### src/rtl/sbp_pkg.sv
// Constants and types for the static branch predictor.
// Assumes one core clock domain shared with decoder and target buffer.
// Function
// - Static scheme used only when the target buffer holds no history.
// - Without history, unconditional branches predict taken.
// - Without history, backward conditional branches predict taken.
// - Without history, forward conditional branches predict not taken.
// - Without history, indirect branches predict not taken.
// - Prefix byte 3E hints taken, prefix byte 2E hints not taken.
// - Hints honoured only on relative conditional branches, ignored else.
// - With no target buffer prediction, a valid hint replaces static.
// - Hints consulted only while building a trace, never afterwards.
// - Never-taken conditional branches get no target buffer entry.
// - Spin-wait hint is architecturally a no-op marking a polling loop.
// - Conditional move writes source only when equal flag set.
// - Set-on-condition writes one if condition holds, else zero.
package sbp_pkg;

    typedef enum logic [1:0] {
        SBP_BR_UNCOND,
        SBP_BR_COND_REL,
        SBP_BR_INDIRECT,
        SBP_BR_OTHER
    } sbp_br_kind_t;

    localparam logic [7:0] SBP_HINT_TAKEN = 8'h3E;
    localparam logic [7:0] SBP_HINT_NOT_TAKEN = 8'h2E;
    localparam logic SBP_RESET_BIT = 1'b0;
    localparam logic [7:0] SBP_SET_TRUE = 8'h01;
    localparam logic [7:0] SBP_SET_FALSE = 8'h00;
    localparam int SBP_SPIN_CNT_W = 4;

endpackage : sbp_pkg

### src/rtl/sbp_top.sv
// Static branch predictor with spin-wait tracking and flag-based selects.
// Assumes decoder, trace builder and target buffer share core_clk_i.
`timescale 1ns/1ns
module sbp_top
    import sbp_pkg::*;
#(
    parameter int ADDR_W = 32,
    parameter int DATA_W = 32
) (
    // Clock and reset
    input wire logic core_clk_i,
    input wire logic reset_i,
    // Branch lookup from decoder
    input wire logic br_valid_i,
    input wire sbp_br_kind_t br_kind_i,
    input wire logic [ADDR_W-1:0] br_pc_i,
    input wire logic [ADDR_W-1:0] br_target_i,
    input wire logic br_prefix_valid_i,
    input wire logic [7:0] br_prefix_i,
    input wire logic trace_build_i,
    // Target buffer lookup result
    input wire logic btb_hit_i,
    input wire logic btb_taken_i,
    // Branch resolution
    input wire logic res_valid_i,
    input wire logic res_cond_i,
    input wire logic res_taken_i,
    // Spin-wait hint
    input wire logic spin_hint_i,
    input wire logic spin_exit_i,
    // Conditional move and set-on-condition
    input wire logic op_valid_i,
    input wire logic op_is_cmov_i,
    input wire logic flag_eq_i,
    input wire logic cond_i,
    input wire logic [DATA_W-1:0] cmov_src_i,
    input wire logic [DATA_W-1:0] cmov_dst_i,
    // Prediction out
    output logic pred_valid_o,
    output logic pred_taken_o,
    output logic pred_static_o,
    // Target buffer allocation
    output logic btb_alloc_o,
    // Polling loop marker
    output logic spin_loop_o,
    output logic order_relax_o,
    // Operation result
    output logic res_wr_o,
    output logic [DATA_W-1:0] res_data_o
);

    wire backward = br_target_i < br_pc_i;
    wire hint_t = br_prefix_valid_i && br_prefix_i == SBP_HINT_TAKEN;
    wire hint_n = br_prefix_valid_i
        && br_prefix_i == SBP_HINT_NOT_TAKEN;
    wire hint_ok = trace_build_i && br_kind_i == SBP_BR_COND_REL
        && (hint_t || hint_n);
    logic static_dir;
    always_comb begin
        unique case (br_kind_i)
            SBP_BR_UNCOND: static_dir = 1'b1;
            SBP_BR_COND_REL: static_dir = backward;
            SBP_BR_INDIRECT: static_dir = 1'b0;
            SBP_BR_OTHER: static_dir = 1'b0;
        endcase
    end
    wire nohist_dir = hint_ok ? hint_t : static_dir;
    wire pred_dir_d = btb_hit_i ? btb_taken_i : nohist_dir;
    wire alloc_d = res_valid_i && !(res_cond_i && !res_taken_i);
    wire [DATA_W-1:0] cmov_val = flag_eq_i ? cmov_src_i
        : cmov_dst_i;
    wire [DATA_W-1:0] set_val = {{(DATA_W-8){1'b0}},
        (cond_i ? SBP_SET_TRUE : SBP_SET_FALSE)};
    wire [DATA_W-1:0] op_val = op_is_cmov_i ? cmov_val : set_val;

    wire [DATA_W-1:0] res_data_d = op_valid_i ? op_val : res_data_o;

    logic spin_q;
    logic spin_d;
    // Spin hint only marks a loop; no architectural state changes
    // Hint wins over an exit in the same cycle
    assign spin_d = spin_hint_i ? 1'b1
        : (spin_exit_i ? 1'b0 : spin_q);
    // Exit of a marked loop relaxes the order check for one cycle
    wire relax_d = spin_q && spin_exit_i;

    // Prediction for the lookup of the previous cycle
    always_ff @(posedge core_clk_i) begin
        if (reset_i) begin
            pred_valid_o <= SBP_RESET_BIT;
            pred_taken_o <= SBP_RESET_BIT;
            pred_static_o <= SBP_RESET_BIT;
        end else begin
            pred_valid_o <= br_valid_i;
            pred_taken_o <= br_valid_i && pred_dir_d;
            pred_static_o <= br_valid_i && !btb_hit_i;
        end
    end

    always_ff @(posedge core_clk_i) begin
        if (reset_i) begin
            btb_alloc_o <= SBP_RESET_BIT;
        end else begin
            btb_alloc_o <= alloc_d;
        end
    end

    always_ff @(posedge core_clk_i) begin
        if (reset_i) begin
            spin_q <= SBP_RESET_BIT;
            order_relax_o <= SBP_RESET_BIT;
        end else begin
            spin_q <= spin_d;
            order_relax_o <= relax_d;
        end
    end

    // Result register keeps its value between operations
    always_ff @(posedge core_clk_i) begin
        if (reset_i) begin
            res_wr_o <= SBP_RESET_BIT;
            res_data_o <= '0;
        end else begin
            res_wr_o <= op_valid_i;
            res_data_o <= res_data_d;
        end
    end

    assign spin_loop_o = spin_q;
endmodule : sbp_top

### config.mk
export PLATFORM = sky130hd
export DESIGN_NAME = sbp_top
export DESIGN_NICKNAME = d
export VERILOG_FILES = /design/src/rtl/sbp_pkg.sv /design/src/rtl/sbp_top.sv
export SDC_FILE = /design/constraint.sdc
export NUM_CORES = 1
export LEC_CHECK = 0
export ABC_AREA = 0
export ABC_CLOCK_PERIOD_IN_PS = 1300
export BUFFER_PORTS_ARGS = -buffer_cell sky130_fd_sc_hd__buf_2
export CAP_MARGIN = 20
export CORE_ASPECT_RATIO = 0.7
export CORE_MARGIN = 8
export CORE_UTILIZATION = 37
export DETAILED_ROUTE_END_ITERATION = 10
export PLACE_DENSITY = 0.88
export SLEW_MARGIN = 20
export SYNTH_ARGS = -nofsm -noshare
export SYNTH_HDL_FRONTEND = slang
export SYNTH_SLANG_ARGS = --single-unit
export TNS_END_PERCENT = 30
### constraint.sdc
create_clock -name core_clk_i -period 1.3 [get_ports core_clk_i]
set_input_delay 0.065 -clock core_clk_i [delete_from_list [all_inputs] [get_ports core_clk_i]]
set_output_delay 0.065 -clock core_clk_i [all_outputs]
set_load 0.03 [all_outputs]
* Word level (Yosys, flattened, before mapping)
Index checks and enable logic that the tools add are counted.
Storage, ports and cells: bits in registers 39, latch bits 0, memory bits (writable) 0, bits in read-only memories 0, output and inout bits 39, memories kept 0
Operators by class: add/subtract/negate cells 0, $mul 0, divide/modulo/power cells 0, magnitude comparators 1, equality and inequality tests 5, shifts and indexed selects 0, mux-type cells 8, bitwise logic cells 0, reduce and logical (&&, ||, !) cells 16
Operators with widths (number):
- $mux W32 | 2
- $lt A32 B32 Y1 | 1
- $eq A8 B6 Y1 const B | 2
- $logic_and A1 B1 Y1 | 9
- $mux W1 | 5
- $eq A2 B2 Y1 const B | 2
- $logic_not A1 Y1 | 3
- $pmux W1 S3 | 1
- $eq A2 B1 Y1 const B | 1
- $logic_not A2 Y1 | 1
- $reduce_bool A2 Y1 | 1
- $reduce_or A2 Y1 | 1
- $logic_or A1 B1 Y1 | 1

* Logic depth before layout (Yosys ltp)
Gate-level depths: netlist of the first run.
depth after elaboration 7, depth in mapped cells 7

* Least setup slack after synthesis of the first run
OpenSTA, ideal clock, no wires.
path kind input to register, start point input port br_pc_i[7], end point register pred_taken_o, library setup time 73 ps, arrival time 1206 ps, data required time 1227 ps, setup slack 21 ps, cell stages on the path 7, path buffers 0, cell sequence inv_1 ha_1 a21oi_1 o21ai_0 a211o_1 o31a_1 o22ai_2
Between the ends: longest elaborated chain between the ends 5
Ends and longest elaborated chain:
- start, declared | RTL line sbp_top.sv:16 | input wire logic [ADDR_W-1:0] br_pc_i,
- $lt A32 B32 Y1 | RTL line sbp_top.sv:52 | wire backward = br_target_i < br_pc_i;
- $pmux W1 S3 | RTL line sbp_top.sv:60 | unique case (br_kind_i)
- $mux W1 | RTL line sbp_top.sv:67 | wire nohist_dir = hint_ok ? hint_t : static_dir;
- $mux W1 | RTL line sbp_top.sv:68 | wire pred_dir_d = btb_hit_i ? btb_taken_i : nohist_dir;
- $logic_and A1 B1 Y1 | RTL line sbp_top.sv:95 | pred_taken_o <= br_valid_i && pred_dir_d;
- end signal, assigned | RTL line sbp_top.sv:95
- end, declared | RTL line sbp_top.sv:40 | output logic pred_taken_o,
No other way between the ends. A chain may end at the register's enable or synchronous reset.

==> metrics.md, run 1 <==
| Metric | Value |
|---|---|
| Nature of the critical path endpoint | `register` |
| Count of different cell masters after synthesis | `34` |
| CTS clock-pin slew for the worst setup and hold paths | `0.08 ns` |
| Initial antenna violation count | `0` |
| Final Max Slew Viols | `0` |
| Htree depth | `2` |
| CTS tree | `built` |
| HP Class | `in2reg` |
| I/O pins | `193` |
| Filler cells | `615` |
| Design Power | `3190 uW` |
| Area growth syn-to-layout | `48.9%` |
| Slowest cell on the critical path | `dlygate4sd3_1` |
| Run status | `complete, no violations` |
| Post-CTS Setup Bufs | `0` |
| Initial DRC count | `62` |
| Final cycle utilization of the critical path | `96.0%` |
| Fin area | `0.00390 mm2` |
| Final hold slack | `0.0217 ns` |
| All-Layer GR Usage | `16.5%` |
| Hpwl dp | `7.48 mm` |
| RSZ-0062 raised after global routing | `no` |
| Nets@finish | `698` |
| DR DRC count | `0` |
| Max VDD drop | `0.548 mV` |
| RePlAce Congestion | `0.784` |
| Core area | `0.00682 mm2` |
| Worst-path fanout max | `3` |
| Power per cell area | `817 mW/mm2` |
| Row Count | `25` |
| Routed Antenna Nets | `0` |
| Initial Utilization | `38.4%` |
| Synthesized net count | `498` |
| Worst setup SP type | `input port` |
| CTS root buffer | `clkbuf_8` |
| # clock sinks | `39` |
| Post-synthesis area per instance | `8.37 um2` |
| Die area | `0.0101 mm2` |
| Minimum clock period | `1.25 ns` |
| Clk Latency, worst-skew pair | `0.28 ns` |
| Worst slew pin tran | `0.445 ns` |
| FMAX | `801 MHz` |
| Die Span X | `117 um` |
| YS warnings | `0` |
| ANT cells | `0` |
| First-pass GRT wire length | `13.6 mm` |
| Yosys reg bits | `39` |
| Share of cells above drive strength 1 | `46.7%` |
| First-pass DRT Iterations | `4` |
| Worst slew margin | `70.1%` |
| Skew final | `0.00131 ns` |
| Setup WS pre-CTS | `-0.333 ns` |
| Post-DR wirelength/cell | `14.2 um` |
| Number of global-route vias before repair | `3,019` |
| Total wire length | `8.64 mm` |
| Final hold viol count | `0` |
| Cell family with most CP delay | `buffers and inverters` |
| Largest net degree at the start of global routing | `37` |
| Slowest cell delay on critical path | `0.54 ns` |
| Setup CP Type | `in2reg` |
| Vias per cell | `4.63` |
| Netlist Area Pre-Place | `0.00262 mm2` |
| Post-route setup slack | `0.0522 ns` |
| Max-cap viol count | `0` |
| Clock tree buffer depth | `2` |
| Num CTS Buffers | `5` |
| DP Area | `0.00375 mm2` |
| Crit-path cells | `dlygate4sd3_1 -> buf_2 -> nor2b_4 -> o21ai_2 -> nor4_2 -> o2111ai_1 -> o22ai_2` |
| Finish-stage setup viols | `0` |
| CP arrival | `1.46 ns` |
| PortBufs | `192` |
| Sequential area share after synthesis | `29.8%` |
| CP Buf/Inv Count | `2` |
| Gr ovfl total | `0` |
| Die height | `86.4 um` |
| Leak Pwr | `0.00212 uW` |
| Critical Path RT | `1.51 ns` |
| Post-Synthesis Cells | `313` |
| Via count | `2,815` |
-- tightest hold or removal path: cells and delay by family --
| family | cells | cell delay [ns] |
|---|---|---|
| simple gates | 2 | 0.10 |
| buf+inv | 1 | 0.10 |
-- power by group --
part           leakage (uW)  internal (uW)  switching (uW)
clock network     0.0000581            572             427
registers          0.000319           1250            20.6
logic               0.00175            457             466
-- registers in the layout, indices dropped and copies added, names as in the netlist --
register	flops
res_data_o	32
btb_alloc_o	1
order_relax_o	1
pred_static_o	1
pred_taken_o	1
pred_valid_o	1
res_wr_o	1
spin_loop_o	1
-- metrics by stage --
stage | setup TNS (ns) | cells | utilization (%)
after floorplan | 0 | 313 | -
after global placement | -0.194 | 598 | 54.9
after detailed placement | -0.333 | 598 | 54.9
after CTS | 0 | 608 | 57.0
after global routing | 0 | 608 | 57.2
final | 0 | 608 | 57.2
-- per-layer routing --
layer  wire length [um]  GRT usage [%]
met3                753           4.65
met5                  0              0
met1               3360           17.5
met4                 67           3.36
met2               4470           31.5
-- layout by cell type (no fill, tap or decap), types with 2 or more instances in the layout --
| cell type | netlist | layout |
|---|---|---|
| nand2_1 | 9 | 9 |
| dlygate4sd3_1 | 0 | 2 |
| a211o_1 | 3 | 3 |
| mux2_1 | 13 | 13 |
| dfxtp_1 | 39 | 39 |
| o21ai_0 | 4 | 4 |
| clkbuf_8 | 0 | 5 |
| buf_4 | 2 | 13 |
| inv_1 | 34 | 34 |
| and2_1 | 2 | 2 |
| nand4_1 | 5 | 5 |
| nor2_1 | 40 | 40 |
| mux2_2 | 18 | 18 |
| a211oi_1 | 2 | 2 |
| ha_1 | 31 | 31 |
| nor2b_1 | 34 | 34 |
| mux2i_1 | 2 | 2 |
| buf_2 | 6 | 192 |
| a21oi_1 | 43 | 43 |
-- timing repair --
action                                 CTS  global route
endpoints found under the hold margin    2             0
gates resized for setup                  1             3
hold buffers                             2             0
pin swaps                                0             3
setup endpoints to repair                1             1
-- cells in the mapped netlist, drive strengths merged --
library cell	n	area share, %
buf	8	1.7
a21o	1	0.29
dfxtp	39	30
o2111ai	1	0.33
nand2	9	1.3
mux2	31	13
nand2b	2	0.76
a211oi	2	0.57
inv	34	4.9
nor2b	35	8.6
o22ai	1	0.48
a211o	3	1.0
nor2	40	5.7
nand4	5	1.2
and2	2	0.48
clkbuf	7	1.0
o21ai	6	1.1
o211ai	1	0.48
nand4bb	1	0.43
ha	31	15
nand3	1	0.19
a21oi	43	8.2
nor3b	1	0.29
mux2i	2	0.76
nor4	3	0.72
a2111oi	1	0.57
o31a	1	0.33
o21a	1	0.29
o41ai	1	0.33
-- logic make-up (layout without fill, tap and decap cells) --
| kind of cell | count (synthesis) | count (layout) | synth area share, % |
|---|---|---|---|
| simple gates | 99 | 99 | 19.7 |
| mux | 33 | 33 | 14.1 |
| buf+inv | 49 | 250 | 7.59 |
| compound gates | 62 | 62 | 14.0 |
| fa+ha+maj | 31 | 31 | 14.8 |
| flops | 39 | 39 | 29.8 |
-- final timing paths --
| check | start | endpoint | slack [ns] | cells past startpoint |
|---|---|---|---|---|
| hold / removal | spin_exit_i | order_relax_o$_SDFF_PP0_ | 0.02 | 3 |
| hold reg to reg | spin_loop_o$_SDFFE_PP0P_ | order_relax_o$_SDFF_PP0_ | 0.46 | 2 |
| setup / recovery | reset_i | pred_taken_o$_SDFF_PP0_ | 0.05 | 7 |
| setup reg to reg | res_data_o[18]$_SDFFE_PP0P_ | res_data_o[18]$_SDFFE_PP0P_ | 0.53 | 3 |
-- layout make-up --
type                       count  area, um2  area share, %
multi-input combinational    225       1670           42.7
tap                           94        118           3.01
clock inverter                 3       43.8           1.12
clock buffer                   5       68.8           1.76
inverter                      34        128           3.27
sequential                    39        781           20.0
timing repair buffer         208       1100           28.1
(Power assumes the default switching activity.)
==> inputs of run 2 (changes only) <==
--- a/config.mk
+++ b/config.mk
@@ -5,13 +5,12 @@
 export SDC_FILE = /design/constraint.sdc
 export NUM_CORES = 1
 export LEC_CHECK = 0
-export ABC_AREA = 0
+export ABC_AREA = 1
 export ABC_CLOCK_PERIOD_IN_PS = 1300
 export BUFFER_PORTS_ARGS = -buffer_cell sky130_fd_sc_hd__buf_2
-export CAP_MARGIN = 20
 export CORE_ASPECT_RATIO = 0.7
 export CORE_MARGIN = 8
-export CORE_UTILIZATION = 37
+export CORE_UTILIZATION = 36
 export DETAILED_ROUTE_END_ITERATION = 10
 export PLACE_DENSITY = 0.88
 export SLEW_MARGIN = 20
==> run 2 against run 1 <==
Via count is 8.6% higher; clock skew is 0.0029 ns higher; global-route usage rose by 1.0 points; routed wire length increased by 3.7%; cell area shrank 5.4%; critical path depth increased by 5; first-iteration DRC count is 110% higher; combinational power is 7.0% lower; die area down 1.9%; worst hold slack lost 0.0011 ns; count of clock-buffer cells in the layout unchanged; largest power group unchanged.
==> metrics.md, run 2 <==
| Metric | Value |
|---|---|
| DR DRC count | `0` |
| CTS root buffer | `clkbuf_8` |
| Die area | `0.00988 mm2` |
| Slowest cell on the critical path | `ha_1` |
| Cell family with most CP delay | `compound AO/OA/AOI/OAI gates` |
| Share of the synthesized area in the top cell type | `31.3%` |
| Finish-stage setup viols | `0` |
| Crit-path cells | `buf_2 -> inv_1 -> ha_1 -> a21oi_1 -> o21ai_0 -> a21oi_1 -> nand2_1 -> nand2_1 -> nand2_1 -> nand2_1 -> nand2_1 -> a21oi_1` |
| Htree depth | `2` |
| Largest reg by FF count | `res_data_o` |
| Worst-path fanout max | `2` |
| Netlist Area Pre-Place | `0.00249 mm2` |
| Total wire length | `8.96 mm` |
| Worst slew pin tran | `0.471 ns` |
| YS warnings | `0` |
| Largest net degree at the start of global routing | `34` |
| Clock tree buffer depth | `2` |
| Synthesized net count | `564` |
| Reg2Reg Depth | `2` |
| Synth area leader | `dfxtp_1` |
| Filler cells | `636` |
| Skew final | `0.00418 ns` |
| Final hold viol count | `0` |
| Row Count | `25` |
| Via count | `3,057` |
| Num CTS Buffers | `5` |
| Most common cell after layout, fill and taps aside | `buf_2` |
| ANT cells | `0` |
| Count of different cell masters after synthesis | `19` |
| Final Max Slew Viols | `0` |
| Gr ovfl total | `0` |
| Critical Path Stages | `12` |
| Critical Path Most Common Cell | `nand2_1` |
| Number of flops mapped to enable cells by yosys | `0` |
| Top FF cell, synth | `dfxtp_1` |
| Vias per cell | `4.60` |
| Fin cells | `664` |
| Routed Antenna Nets | `0` |
| Most frequent cells in the layout | `192 x buf_2, 73 x nor2_1, 66 x nand2_1` |
| Clk Latency, worst-skew pair | `0.28 ns` |
| First-pass GRT wire length | `14.3 mm` |
| Largest register FFs | `32` |
| Setup CP Type | `in2reg` |
| First-pass DRT Iterations | `4` |
| HP Class | `in2reg` |
| RePlAce Congestion | `0.909` |
| FMAX | `899 MHz` |
| Initial Utilization | `37.0%` |
| Design Power | `3140 uW` |
| Initial antenna violation count | `0` |
| CP Buf/Inv Count | `2` |
| Power per cell area | `849 mW/mm2` |
| Area growth syn-to-layout | `48.3%` |
| RSZ-0062 raised after global routing | `no` |
| Post-CTS Setup Bufs | `0` |
| Post-synthesis area per instance | `6.57 um2` |
| Worst R2R Setup Slack | `0.66 ns` |
| PortBufs | `192` |
| Post-DR wirelength/cell | `13.5 um` |
| Critical Path RT | `1.51 ns` |
| CTS tree | `built` |
| Count leader, synth | `nor2_1` |
| CTS clock-pin slew for the worst setup and hold paths | `0.08 ns` |
| # clock sinks | `39` |
| Worst flop-to-flop path startpoint | `res_data_o[13]$_SDFFE_PP0P_` |
| Leak Pwr | `0.00209 uW` |
| Hpwl dp | `7.41 mm` |
| Beginning of the critical path | `br_pc_i[13]` |
| Top cells by area, synth | `dfxtp_1 31%, ha_1 16%, nor2_1 11%` |
| Die Span X | `115 um` |
| Die height | `85.6 um` |
| CP arrival | `1.33 ns` |
| CP Capture Point | `pred_taken_o$_SDFF_PP0_` |
| Number of global-route vias before repair | `3,215` |
| Placed Cells | `652` |
| Initial DRC count | `128` |
| Worst slew margin | `68.5%` |
| Run status | `complete, no violations` |
| Nets@finish | `754` |
| Core area | `0.00673 mm2` |
| Post-Synthesis Cells | `379` |
| Worst setup SP type | `input port` |
| Synth top cells by count | `73 x nor2_1, 66 x nand2_1, 50 x a21oi_1` |
| Final cycle utilization of the critical path | `85.5%` |
| I/O pins | `193` |
| Share of cells above drive strength 1 | `36.7%` |
| Worst reg2reg path endpoint | `res_data_o[13]$_SDFFE_PP0P_` |
| Yosys reg bits | `39` |
| Fraction of registers with async set/reset | `0%` |
| Max-cap viol count | `0` |
| Slowest cell delay on critical path | `0.29 ns` |
| Minimum clock period | `1.11 ns` |
| Sequential area share after synthesis | `31.3%` |
| Nature of the critical path endpoint | `register` |
| Max VDD drop | `0.673 mV` |
| All-Layer GR Usage | `17.5%` |
-- run 2: changes by cell type in the layout (fill, tap and decap cells not counted), sizes merged, moves of 10 or more --
| cell | before | now |
|---|---|---|
| nor2 | 40 | 73 |
| nor2b | 35 | 0 |
| inv | 34 | 48 |
| o21ai | 6 | 39 |
| nand2 | 9 | 66 |
| buf | 206 | 196 |
| mux2 | 31 | 0 |
-- run 2: cell families after synthesis --
logic type	after synthesis	synth area share, %
adders and majority gates	31	15.6
AOI/OAI and AO/OA	92	18.7
buffers and inverters	65	10.0
DFF	39	31.3
and+or+nand+nor	152	24.3
-- run 2: layer usage --
layer,GRT usage [%],up-vias,share of wire (%),wire length [um]
li1,-,1596,-,-
met1,17.9,1350,37,3330
met2,33.7,99,54,4820
met3,4.63,12,7.6,679
met4,4.99,0,1.5,131
met5,0,-,0,0
-- run 2: worst min path at each step --
stage	from	to	slack (ns)	cells after the start
3_3_place_gp	res_cond_i	btb_alloc_o$_SDFF_PP0_	0.23	2
5_1_grt	res_valid_i	btb_alloc_o$_SDFF_PP0_	0.02	3
2_1_floorplan	btb_hit_i	pred_static_o$_SDFF_PP0_	0.14	1
3_5_place_dp	res_cond_i	btb_alloc_o$_SDFF_PP0_	0.25	2
4_1_cts	res_taken_i	btb_alloc_o$_SDFF_PP0_	0.001	3
6_report	res_taken_i	btb_alloc_o$_SDFF_PP0_	0.02	3
-- run 2: power by group --
part           leakage, uW  switching [uW]  internal [uW]
clock network    0.0000581             432            572
registers         0.000320            25.2           1250
logic              0.00171             481            377
total              0.00209             938           2200
-- run 2: stage by stage --
step	worst slack, ns	area (um2)	utilization, %	hold WS, ns	TNS (ns)
2_1_floorplan	0.121	2490	-	0.143	0
3_3_place_gp	-0.0498	3540	52.7	0.235	-0.0498
3_5_place_dp	-0.0992	3540	52.7	0.246	-0.0992
4_1_cts	0.103	3700	55.1	0.00140	0
5_1_grt	0.0443	3690	54.9	0.0191	0
6_report	0.188	3690	54.9	0.0207	0
-- run 2: what timing repair did --
action                                 CTS  global route
hold buffers                             5             0
setup endpoints to repair                0             1
endpoints found under the hold margin    4             0
gates resized for setup                  0             0
-- run 2: cell type report --
| cell class | count | area [um2] | area share [%] |
|---|---|---|---|
| multi-input cells | 275 | 1460 | 39.5 |
| repair buffers | 200 | 1040 | 28.2 |
| flip-flops and latches | 39 | 781 | 21.1 |
| inverters | 48 | 180 | 4.88 |
| well taps | 94 | 118 | 3.18 |
| clock buffers | 5 | 68.8 | 1.86 |
| clock inverters | 3 | 43.8 | 1.19 |
-- run 2: worst reg2reg max path: stages, from the launching register on --
cell     delay, ns
dfxtp_1       0.35
nand2_1       0.06
a21oi_1       0.17
==> inputs of run 3 (changes only) <==
==> constraint.sdc (replaced) <==
create_clock -name core_clk_i -period 1.3 [get_ports core_clk_i]
set_input_delay 0.195 -clock core_clk_i [delete_from_list [all_inputs] [get_ports core_clk_i]]
set_output_delay 0.195 -clock core_clk_i [all_outputs]
set_load 0.03 [all_outputs]
==> run 3 against run 2 <==
The flow now finishes with violations (setup timing); critical path depth is 1 lower; worst hold slack improved by 0.067 ns; cell area rose by 2.3%; routed wire length up 0.18%; flip-flop and latch count stayed put; clock skew down 0.0042 ns; sequential power about the same; register-to-register slack is essentially flat; total power rose by 0.83%; via count up 0.85%.
==> metrics.md, run 3 (same netlist as run 2, synthesis figures left out) <==
| Metric | Value |
|---|---|
| Worst slew pin tran | `0.446 ns` |
| Num CTS Buffers | `5` |
| # clock sinks | `39` |
| Most frequent cells in the layout | `187 x buf_2, 73 x nor2_1, 65 x nand2_1` |
| I/O pins | `193` |
| Total wire length | `8.98 mm` |
| Final Max Slew Viols | `0` |
| RePlAce Congestion | `0.859` |
| Most common cell after layout, fill and taps aside | `buf_2` |
| Routed Antenna Nets | `0` |
| Post-DR wirelength/cell | `13.5 um` |
| Critical Path RT | `1.46 ns` |
| Power per cell area | `837 mW/mm2` |
| Worst setup SP type | `input port` |
| PortBufs | `192` |
| Placed Cells | `654` |
| Nature of the critical path endpoint | `register` |
| Leak Pwr | `0.00210 uW` |
| Die height | `85.6 um` |
| Vias per cell | `4.65` |
| Clock tree buffer depth | `2` |
| Largest register FFs | `32` |
| Largest reg by FF count | `res_data_o` |
| ANT cells | `0` |
| Number of global-route vias before repair | `3,071` |
| Hpwl dp | `7.48 mm` |
| Failing checks | `setup timing` |
| All-Layer GR Usage | `16.9%` |
| Gr ovfl total | `0` |
| Area growth syn-to-layout | `51.8%` |
| Finish-stage setup viols | `1` |
| Post-route setup slack | `-0.0254 ns` |
| Row Count | `25` |
| Die area | `0.00988 mm2` |
| Run status | `finished with violations` |
| Initial antenna violation count | `0` |
| Max-cap viol count | `0` |
| Core area | `0.00673 mm2` |
| Initial DRC count | `126` |
| CTS tree | `built` |
| Final hold viol count | `0` |
| CTS clock-pin slew for the worst setup and hold paths | `0.07 ns` |
| DR DRC count | `0` |
| Largest net degree at the start of global routing | `34` |
| Final cycle utilization of the critical path | `102%` |
| Fin area | `0.00378 mm2` |
| Setup WS pre-CTS | `-0.264 ns` |
| Worst-path fanout max | `2` |
| CP arrival | `1.49 ns` |
| RSZ-0062 raised after global routing | `yes` |
| Skew final | `0.00000469 ns` |
| Via count | `3,083` |
| CTS root buffer | `clkbuf_8` |
| FMAX | `755 MHz` |
| Setup CP Type | `in2reg` |
| First-pass GRT wire length | `13.9 mm` |
| HP Class | `in2reg` |
| Clk Latency, worst-skew pair | `0.28 ns` |
| Die Span X | `115 um` |
| Htree depth | `2` |
| Setup TNS | `-0.0254 ns` |
| Worst slew margin | `70.2%` |
| Initial Utilization | `37.0%` |
| Share of cells above drive strength 1 | `39.2%` |
| Fin cells | `663` |
| First-pass DRT Iterations | `4` |
| Design Power | `3160 uW` |
| Nets@finish | `753` |
| DP Area | `0.00357 mm2` |
| Minimum clock period | `1.33 ns` |
| Max VDD drop | `0.463 mV` |
[run 3: cell type report]
class,instances,area [um2]
Timing Repair Buffer,199,1070
Fill cell,633,2940
Clock inverter,3,43.8
Sequential cell,39,781
Tap cell,94,118
Multi-Input combinational cell,275,1520
Clock buffer,5,68.8
Inverter,48,180
[run 3: critical path: stages]
cell,delay (ns)
buf_2,0.12
ha_4,0.25
nand4_1,0.14
nor3_2,0.24
nand2_1,0.12
nor3_2,0.12
nand2_1,0.07
nand2_1,0.06
nand2_1,0.04
nand2_1,0.07
a21oi_2,0.05
[run 3: layer usage]
metal / GRT usage, % / part of all wire (%) / vias up
met3: 3.79 / 6.9 / 6
met5: 0 / 0 / -
met2: 31.9 / 53 / 92
met4: 3.68 / 0.89 / 0
met1: 18.6 / 39 / 1390
li1: - / - / 1595
[run 3: power breakdown]
part | leakage [uW] | internal, uW | switching [uW]
Combinational | 0.00172 | 404 | 494
Clock | 0.0000581 | 571 | 418
Sequential | 0.000320 | 1250 | 25.8
[run 3: timing repair]
action / 4_1_cts / 5_1_grt
hold endpoints to repair: 0 / 0
buffers inserted: 0 / 1
hold buffers: 0 / 0
endpoints found under the setup margin: 0 / 1
gates resized for setup: 0 / 16
[run 3: final timing paths]
kind                                     from                     endpoint  slack [ns]  depth (start not counted)
setup / recovery              br_target_i[28]      pred_taken_o$_SDFF_PP0_       -0.03                         11
hold / removal                     res_cond_i       btb_alloc_o$_SDFF_PP0_        0.09                          2
setup reg to reg  res_data_o[11]$_SDFFE_PP0P_  res_data_o[11]$_SDFFE_PP0P_        0.67                          2
hold reg to reg      spin_loop_o$_SDFFE_PP0P_     order_relax_o$_SDFF_PP0_        0.46                          2
[run 3: metrics by stage]
step                hold WS (ns)  utilization, %
CTS                       0.0667            54.8
floorplan                  0.273               -
global placement           0.365            53.1
finish                    0.0881            56.2
detailed placement         0.374            53.1
global route              0.0866            56.2
